--- src/design/xbus_pkg.sv ---
// shared constants and carrier types for the expansion-bus master port
package xbus_pkg;
    // bus clock divider: host clock divided by four
    localparam int unsigned clk_div_ratio = 4;
    localparam logic [1:0] clk_div_half = 2'h1;
    // hard reset hold on the bus reset output
    localparam int unsigned clk_period_ps = 8000;
    localparam int unsigned hard_reset_us = 1000;
    localparam int unsigned hard_reset_cycles = (hard_reset_us * 1000000 + clk_period_ps - 1) / clk_period_ps;
    localparam int unsigned rst_cnt_w = 18;
    // nominal cycle lengths in bus clocks
    localparam logic [3:0] len_mem16_fast = 4'h2;
    localparam logic [3:0] len_8bit_fast = 4'h3;
    localparam logic [3:0] len_mem16_norm = 4'h3;
    localparam logic [3:0] len_8bit_norm = 4'h6;
    localparam logic [3:0] len_io16_norm = 4'h3;
    localparam logic [18:0] dma_io_addr = 19'h00000;
    localparam logic [15:0] io_addr_mask = 16'hffff;
    localparam int unsigned num_cs = 2;
    localparam logic [3:0] irq15_line = 4'hf;

    typedef enum logic [1:0] {kind_mem, kind_io, kind_dma_io} cyc_kind_type;

    // one bus request from the host side
    typedef struct packed {
        cyc_kind_type kind;
        logic write;
        logic wide16;
        logic [18:0] addr;
        logic [7:0] wdata;
        logic last_count;
    } bus_req_type;

    // chip select window
    typedef struct packed {
        logic [15:0] base;
        logic [15:0] limit;
    } cs_range_type;
endpackage : xbus_pkg

--- src/design/xbus_clk_div.sv ---
// bus reference clock divider with power-on suspend hold outside reset
`timescale 1ns/10ps
`default_nettype none
module xbus_clk_div (
    input wire logic i_clk, // host bus clock
    input wire logic i_rst_n, // sync reset, active low
    input wire logic i_suspend, // power-on suspend
    output logic o_bus_clk, // bus reference clock
    output logic o_rise // one-cycle pulse at bus clock rise
);
    // power-up value: the counter is never reset, so the bus clock keeps running through reset
    logic [1:0] cnt_q = 2'h0;
    logic [1:0] cnt_d;
    logic clk_q;
    logic clk_d;

    // next state: counter keeps running through reset
    always_comb begin
        cnt_d = cnt_q + 2'h1;
        clk_d = (cnt_d >= xbus_pkg::clk_div_half + 2'h1) && !i_suspend;
    end

    always_ff @(posedge i_clk) begin
        cnt_q <= cnt_d;
        clk_q <= i_rst_n ? clk_d : cnt_d[1];
    end

    assign o_bus_clk = clk_q;
    assign o_rise = clk_d && !clk_q;
endmodule : xbus_clk_div
`default_nettype wire

--- src/design/xbus_master_port.sv ---
// expansion-bus master port: strobes, selects, reset, terminal count
`timescale 1ns/10ps
`default_nettype none
module xbus_master_port (
    input wire logic i_clk, // host bus clock, 125 MHz
    input wire logic i_rst_n, // host reset, active low
    input wire logic i_power_good, // power good
    input wire logic i_hard_reset, // hard reset request pulse
    input wire logic i_suspend, // power-on suspend
    input wire logic i_req_valid, // bus request valid
    input wire xbus_pkg::bus_req_type i_req, // bus request
    output logic o_req_ready, // request accepted
    output logic o_done, // cycle finished pulse
    output logic [7:0] o_rdata, // read data
    input wire xbus_pkg::cs_range_type [1:0] i_cs_range, // chip select windows
    input wire logic i_irq15_serial, // serial interrupt source
    input wire logic i_irq15_pci, // pci interrupt source
    input wire logic i_irq15_steer_serial, // steer serial irq to fifteen
    input wire logic i_irq15_steer_pci, // steer pci irq to fifteen
    output logic o_irq15, // interrupt request fifteen
    output logic o_mem_write_strobe_n, // memory write strobe out
    output logic o_mem_write_strobe_oe_n, // strobe enable, low drives
    output logic o_io_read_strobe_n, // I/O read strobe out
    output logic o_io_write_strobe_n, // I/O write strobe
    output logic o_mem_read_strobe_n, // memory read strobe
    output logic [1:0] o_prog_chip_select_n, // programmable selects
    output logic o_bus_reset_out, // bus reset drive
    output logic [18:0] o_sys_addr, // system address
    output logic o_sys_addr_oe_n, // address enable, low drives
    output logic [7:0] o_sys_data, // data out
    output logic o_sys_data_oe_n, // data enable, low drives
    input wire logic [7:0] i_sys_data, // data in
    output logic o_bus_ref_clk, // bus reference clock
    output logic o_dma_last_count, // terminal count
    input wire logic i_no_wait_request_n, // zero wait request
    input wire logic i_chan_ready // channel ready
);
    typedef enum logic [1:0] {st_idle, st_run, st_end} st_type;

    logic bus_rise;
    xbus_clk_div u_div (
        .i_clk(i_clk),
        .i_rst_n(i_rst_n),
        .i_suspend(i_suspend),
        .o_bus_clk(o_bus_ref_clk),
        .o_rise(bus_rise)
    );

    // synchronisers
    logic [1:0] nw_sync_q;
    logic [1:0] rdy_sync_q;
    logic [1:0] nw_sync_d;
    logic [1:0] rdy_sync_d;
    always_comb begin
        nw_sync_d = {nw_sync_q[0], i_no_wait_request_n};
        rdy_sync_d = {rdy_sync_q[0], i_chan_ready};
    end
    always_ff @(posedge i_clk) begin
        if (!i_rst_n) begin
            nw_sync_q <= 2'h3;
            rdy_sync_q <= 2'h3;
        end else begin
            nw_sync_q <= nw_sync_d;
            rdy_sync_q <= rdy_sync_d;
        end
    end
    wire logic nw_req = !nw_sync_q[1];
    wire logic ready = rdy_sync_q[1];

    // bus reset control
    logic [xbus_pkg::rst_cnt_w-1:0] rst_cnt_q;
    logic [xbus_pkg::rst_cnt_w-1:0] rst_cnt_d;
    logic bus_rst_q;
    logic bus_rst_d;
    always_comb begin
        rst_cnt_d = rst_cnt_q;
        if (i_hard_reset)
            rst_cnt_d = xbus_pkg::rst_cnt_w'(xbus_pkg::hard_reset_cycles);
        else if (rst_cnt_q != '0)
            rst_cnt_d = rst_cnt_q - xbus_pkg::rst_cnt_w'(1);
        bus_rst_d = !i_power_good || i_hard_reset || (rst_cnt_q != '0);
    end
    always_ff @(posedge i_clk) begin
        if (!i_rst_n) begin
            rst_cnt_q <= '0;
            bus_rst_q <= 1'b1;
        end else begin
            rst_cnt_q <= rst_cnt_d;
            bus_rst_q <= bus_rst_d;
        end
    end
    assign o_bus_reset_out = bus_rst_q;

    // bus cycle engine, counting bus clocks
    st_type st_q;
    st_type st_d;
    xbus_pkg::bus_req_type cur_q;
    xbus_pkg::bus_req_type cur_d;
    logic [3:0] bclk_q;
    logic [3:0] bclk_d;
    logic [7:0] rdata_q;
    logic [7:0] rdata_d;
    logic tc_q;
    logic tc_d;
    logic done_d;
    logic done_q;

    // normal and shortened lengths per cycle type; 16-bit I/O has the normal length only
    function automatic logic [3:0] cyc_len(input xbus_pkg::bus_req_type r, input logic fast);
        if (r.kind == xbus_pkg::kind_mem && r.wide16)
            cyc_len = fast ? xbus_pkg::len_mem16_fast : xbus_pkg::len_mem16_norm;
        else if (r.wide16)
            cyc_len = xbus_pkg::len_io16_norm;
        else
            cyc_len = fast ? xbus_pkg::len_8bit_fast : xbus_pkg::len_8bit_norm;
    endfunction : cyc_len

    logic fast_ok;
    always_comb begin
        st_d = st_q;
        cur_d = cur_q;
        bclk_d = bclk_q;
        rdata_d = rdata_q;
        tc_d = tc_q;
        done_d = 1'b0;
        fast_ok = nw_req && ready && !(cur_q.kind != xbus_pkg::kind_mem && cur_q.wide16);
        case (st_q)
            st_idle: begin
                tc_d = 1'b0;
                if (i_req_valid && !bus_rst_q) begin
                    cur_d = i_req;
                    bclk_d = 4'h0;
                    st_d = st_run;
                end
            end
            st_run: begin
                if (bus_rise) begin
                    tc_d = cur_q.kind == xbus_pkg::kind_dma_io && cur_q.last_count;
                    if (ready)
                        bclk_d = bclk_q + 4'h1;
                    if (ready && (bclk_q + 4'h1 >= cyc_len(cur_q, fast_ok))) begin
                        // data still held at this edge
                        rdata_d = i_sys_data;
                        st_d = st_end;
                    end
                end
            end
            default: begin
                done_d = 1'b1;
                st_d = st_idle;
            end
        endcase
    end
    always_ff @(posedge i_clk) begin
        if (!i_rst_n) begin
            st_q <= st_idle;
            cur_q <= '0;
            bclk_q <= 4'h0;
            rdata_q <= 8'h00;
            tc_q <= 1'b0;
            done_q <= 1'b0;
        end else begin
            st_q <= st_d;
            cur_q <= cur_d;
            bclk_q <= bclk_d;
            rdata_q <= rdata_d;
            tc_q <= tc_d;
            done_q <= done_d;
        end
    end
    assign o_req_ready = (st_q == st_idle) && !bus_rst_q;
    assign o_done = done_q;
    assign o_rdata = rdata_q;
    assign o_dma_last_count = tc_q;

    // pin drive: strobes active in st_run
    wire logic run = (st_q == st_run);
    wire logic is_io = cur_q.kind != xbus_pkg::kind_mem;
    assign o_mem_write_strobe_n = !(run && !is_io && cur_q.write);
    assign o_mem_write_strobe_oe_n = !i_rst_n;
    assign o_mem_read_strobe_n = !(run && !is_io && !cur_q.write);
    assign o_io_read_strobe_n = !(run && is_io && !cur_q.write);
    assign o_io_write_strobe_n = !(run && is_io && cur_q.write);
    assign o_sys_addr = (cur_q.kind == xbus_pkg::kind_dma_io) ? xbus_pkg::dma_io_addr :
        (cur_q.kind == xbus_pkg::kind_io) ? {3'h0, cur_q.addr[15:0] & xbus_pkg::io_addr_mask} : cur_q.addr;
    assign o_sys_addr_oe_n = !i_rst_n;
    assign o_sys_data = cur_q.wdata;
    assign o_sys_data_oe_n = !(i_rst_n && run && cur_q.write);

    for (genvar g = 0; g < xbus_pkg::num_cs; g++) begin : g_cs
        assign o_prog_chip_select_n[g] = !(run && cur_q.kind == xbus_pkg::kind_io &&
            cur_q.addr[15:0] >= i_cs_range[g].base && cur_q.addr[15:0] <= i_cs_range[g].limit);
    end

    assign o_irq15 = (i_irq15_steer_serial && i_irq15_serial) || (i_irq15_steer_pci && i_irq15_pci);
endmodule : xbus_master_port
`default_nettype wire

--- config.mk ---
export PLATFORM = sky130hd
export DESIGN_NAME = xbus_master_port
export DESIGN_NICKNAME = d
export VERILOG_FILES = /design/src/design/xbus_pkg.sv /design/src/design/xbus_clk_div.sv /design/src/design/xbus_master_port.sv
export SDC_FILE = /design/constraint.sdc
export NUM_CORES = 1
export LEC_CHECK = 0
export BUFFER_PORTS_ARGS = -buffer_cell sky130_fd_sc_hd__buf_2
export CAP_MARGIN = 10
export CORE_UTILIZATION = 35
export DETAILED_ROUTE_END_ITERATION = 8
export SLEW_MARGIN = 20
export SYNTH_ARGS = -nofsm -noshare
export SYNTH_HDL_FRONTEND = slang
export SYNTH_SLANG_ARGS = --single-unit
export TNS_END_PERCENT = 50
--- constraint.sdc ---
create_clock -name i_clk -period 5.7 [get_ports i_clk]
set_input_delay 0.57 -clock i_clk [delete_from_list [all_inputs] [get_ports i_clk]]
set_output_delay 0.57 -clock i_clk [all_outputs]
set_load 0.02 [all_outputs]
==> flow_summary.ini <==
[yosys]
net_count_after_synthesis = 786
combined_area_of_all_synthesized_cells_sq_um = 4832
yosysTopAreaCellShare_pct = 30.66
synthesis.instances = 602
yosys_register_bits = 74
synth.yosys.seq_area_share_pct = 30.66
synth_enable_flop_cells = 0
asyncSetResetFlopFracSynth_pct = 0
synth_area_leaders = sky130_fd_sc_hd__dfxtp_1 31%, sky130_fd_sc_hd__ha_1 18%, sky130_fd_sc_hd__nand2_1 6.5%, sky130_fd_sc_hd__a21oi_1 5.9%, sky130_fd_sc_hd__inv_1 5.5%
netlist.top_cell.by_area = sky130_fd_sc_hd__dfxtp_1
synth-warning-count = 0
synth-main-ff-cell = sky130_fd_sc_hd__dfxtp_1
yosys.cell_types.count = 56
syn-mean-instance-area_sq_um = 8.027

[critical_path]
cpPeakStageDelay_ns = 0.57
required_ns = 5.13
cpLargestDelayFamily = compound AO/OA/AOI/OAI gates
setup.worst_path.start_class = register
critical-path-slowest-cell = sky130_fd_sc_hd__a2111oi_0
critical_path.endpoint_type = output pin
timing.reg2reg.setup_slack_ns = 3.24
critical_path_arrival_ns = 2.61
timing.critical_path.cells = nor2b_1 > nand3b_1 > a2111oi_0 > o211a_1 > o22ai_1 > buf_2
crit_path_max_fanout = 12
path_buf_inv = 1
critical_path_class = reg2out

[pwr]
max-vdd-ir-drop_uv = 186.9
power.leakage_nw = 2.987
pwr_dens_nw_per_um2 = 213.7

[cts]
cts_tree = yes
numCtsBuffers = 9
clockBufferDepth = 2
cts_resized = 0
clk-insertion-delay-late_ns = 0.34
root_buffer = sky130_fd_sc_hd__clkbuf_16
htreeDepth = 3
worst_setup_hold_path_clk_slew_ns = 0.06
cts_hold_buf = 0
postCtsSetupBuffers = 0
num_clock_sinks = 74

[timing]
worst_hold_slack_ns = 0.3904
timing.final.crit_share_pct = 55.78
worst_slew_pin_slew_ns = 0.9955
final.min_clock_period_ns = 3.179
timing.final.max_slew_violations = 0
hold_viol_final = 0
worst_slew_margin_rel_pct = 33.27
timing.setup.tns_ns = 0
rsz0062_at_grt = no
worst_clock_skew_ns = 0.005289
setup_viol = 0
maxClockFrequency_ghz = 0.3145

[placement]
place.detailed.hpwl_microns = 10030
place_congestion = 0.8621
placement.io_buffers = 165

[global_routing]
maximum_number_of_pins_on_one_net_before_global_route_repair = 51
first_global_vias = 4572
globalRoute.busiestLayer = met2
grt_use_met3_pct = 3.422
grtUsageMet1_pct = 22.40
global_route.overflow_total = 0
groute.layer.met2.usage_pct = 31.97
overall_global_routing_resource_usage_pct = 18.43
grt_first_pass_wirelength_microns = 20870
number_of_antenna_violations_at_the_first_check_in_global_routing = 0

[cells_and_area]
antenna_cells_inserted = 0
proportion_of_layout_cells_with_a_drive_suffix_above_1_pct = 25.86
finish.utilization_pct = 45.43
design.final.nets = 937
fill_cell_instance_count_of_the_final_layout = 1349
layout-area-overhead-vs-synth_pct = 25.48

[floorplanning]
die_area_sq_um = 14280
start_util_pct = 36.20
fp.coreArea_sq_um = 13350
die-width_microns = 119.5
die_height_microns = 119.5
floorplan.rows = 42
boundaryPins = 166

[detailed_routing]
wirelength_microns = 12850
drcViolationCount = 0
num_vias = 4627
drt_first_iter_violations = 223
avgViaCountPerCell = 4.954
wire_per_inst_microns = 13.76
ant_nets = 0
detail_route.first_pass.iterations = 4

[run_status]
outcome = finished, final reports clean

[worst_hold_path]
worst_hold_path_type = reg2reg

[flow_run]
drv.max_cap_violation_count = 0
==> cell families after synthesis <==
family                     synth area share, %
adders and majority gates                17.61
AOI/OAI and AO/OA                        14.27
and+or+nand+nor                          23.61
buffers and inverters                    8.648
xor gates and xnor gates                 2.900
DFF                                      30.66
muxes                                    2.305
==> cells in the mapped netlist (2+ instances only) <==
master / count
sky130_fd_sc_hd__nand2b_1: 12
sky130_fd_sc_hd__a2111oi_0: 4
sky130_fd_sc_hd__nor4_4: 2
sky130_fd_sc_hd__nor2b_1: 4
sky130_fd_sc_hd__clkbuf_1: 17
sky130_fd_sc_hd__buf_4: 9
sky130_fd_sc_hd__o21ai_1: 4
sky130_fd_sc_hd__nor3b_1: 3
sky130_fd_sc_hd__nor4b_1: 2
sky130_fd_sc_hd__nor4_1: 2
sky130_fd_sc_hd__nand3_1: 8
sky130_fd_sc_hd__a21oi_1: 57
sky130_fd_sc_hd__o211ai_1: 6
sky130_fd_sc_hd__a31oi_1: 5
sky130_fd_sc_hd__o21a_1: 2
sky130_fd_sc_hd__o22ai_1: 2
sky130_fd_sc_hd__dfxtp_1: 74
sky130_fd_sc_hd__nand4b_1: 3
sky130_fd_sc_hd__nor3_1: 7
sky130_fd_sc_hd__xor2_1: 10
sky130_fd_sc_hd__a21o_1: 6
sky130_fd_sc_hd__and2_1: 21
sky130_fd_sc_hd__o211a_1: 2
sky130_fd_sc_hd__nand3b_1: 5
sky130_fd_sc_hd__or3_1: 2
sky130_fd_sc_hd__a211oi_1: 5
sky130_fd_sc_hd__o21ai_0: 14
sky130_fd_sc_hd__ha_1: 68
sky130_fd_sc_hd__mux2i_1: 10
sky130_fd_sc_hd__nor2_1: 38
sky130_fd_sc_hd__xnor2_1: 6
sky130_fd_sc_hd__nand4_1: 12
sky130_fd_sc_hd__nand2_1: 84
sky130_fd_sc_hd__and4_1: 4
sky130_fd_sc_hd__inv_1: 71
==> path summary, 6_finish.rpt <==
path	startpoint	endpoint	cells past startpoint
max	st_q[0]$_SDFFE_PN0P_	o_prog_chip_select_n[1]	6
min	u_div.cnt_q[0]$_DFF_P_	u_div.cnt_q[0]$_DFF_P_	1
max reg2reg	cur_q[31]$_SDFFE_PN0P_	o_rdata[3]$_SDFFE_PN0P_	9
min reg2reg	u_div.cnt_q[0]$_DFF_P_	u_div.cnt_q[0]$_DFF_P_	1
==> metal layers <==
layer / part of all wire [%] / vias up
li1: - / 2354
met1: 44 / 2102
met2: 48 / 153
met3: 6.3 / 18
met4: 1.8 / 0
met5: 0 / -
==> through the flow <==
step | std cells | power [W] | area (sq um) | worst slack [ns]
floorplan | 602 | 0.0006647 | 4832 | 3.189
global placement | 918 | 0.0007241 | 5758 | 2.840
detailed placement | 918 | 0.0007306 | 5758 | 2.826
CTS | 934 | 0.001311 | 6063 | 2.465
global route | 934 | 0.001359 | 6063 | 2.261
finish | 934 | 0.001296 | 6063 | 2.521
==> where the power goes <==
part | switching (W) | leakage (nW) | total, W | internal, W
registers | 0.0000152 | 0.601 | 0.000546 | 0.000530
clock network | 0.000222 | 0.142 | 0.000576 | 0.000353
logic | 0.0000931 | 2.24 | 0.000175 | 0.0000816
total | 0.000331 | 2.99 | 0.00130 | 0.000965
==> registers in the layout, indices dropped and copies added, names as in the netlist <==
| name | count |
|---|---|
| u_div.o_bus_clk | 1 |
| o_dma_last_count | 1 |
| rst_cnt_q | 18 |
| o_sys_data | 8 |
| o_bus_reset_out | 1 |
| o_done | 1 |
| st_q | 2 |
| nw_sync_q | 2 |
| rdy_sync_q | 2 |
| o_rdata | 8 |
| u_div.cnt_q | 2 |
| cur_q | 24 |
| bclk_q | 4 |
==> layout make-up <==
class,count,area [sq um],share of cell area [%]
Clock inverter,5,62.56,1.032
Clock buffer,11,242.7,4.003
Timing Repair Buffer,168,848.3,13.99
Sequential cell,74,1481,24.43
Tap cell,176,220.2,3.632
Inverter,72,270.3,4.457
Multi-Input combinational cell,428,2938,48.45
==> layout by cell type, fill, tap and decap left out, types with 3 or more instances in the layout <==
master	netlist	final
sky130_fd_sc_hd__a31oi_1	5	5
sky130_fd_sc_hd__nand2b_1	12	12
sky130_fd_sc_hd__mux2i_1	10	10
sky130_fd_sc_hd__xnor2_1	6	6
sky130_fd_sc_hd__buf_2	1	165
sky130_fd_sc_hd__o211ai_1	6	6
sky130_fd_sc_hd__nor3_1	7	6
sky130_fd_sc_hd__and2_1	21	21
sky130_fd_sc_hd__nand2_1	84	84
sky130_fd_sc_hd__and4_1	4	4
sky130_fd_sc_hd__nand3_1	8	8
sky130_fd_sc_hd__a21o_1	6	6
sky130_fd_sc_hd__nand3b_1	5	5
sky130_fd_sc_hd__nor2b_1	4	4
sky130_fd_sc_hd__o21ai_0	14	14
sky130_fd_sc_hd__inv_1	71	71
sky130_fd_sc_hd__a21oi_1	57	57
sky130_fd_sc_hd__buf_4	9	3
sky130_fd_sc_hd__a211oi_1	5	5
sky130_fd_sc_hd__nand4b_1	3	3
sky130_fd_sc_hd__nand4_1	12	12
sky130_fd_sc_hd__o21ai_1	4	4
sky130_fd_sc_hd__dfxtp_1	74	74
sky130_fd_sc_hd__clkbuf_16	0	9
sky130_fd_sc_hd__ha_1	68	68
sky130_fd_sc_hd__nor2_1	38	38
sky130_fd_sc_hd__nor3b_1	3	3
sky130_fd_sc_hd__xor2_1	10	10
sky130_fd_sc_hd__a2111oi_0	4	4
Note: power is estimated with default switching activity, not from simulation.
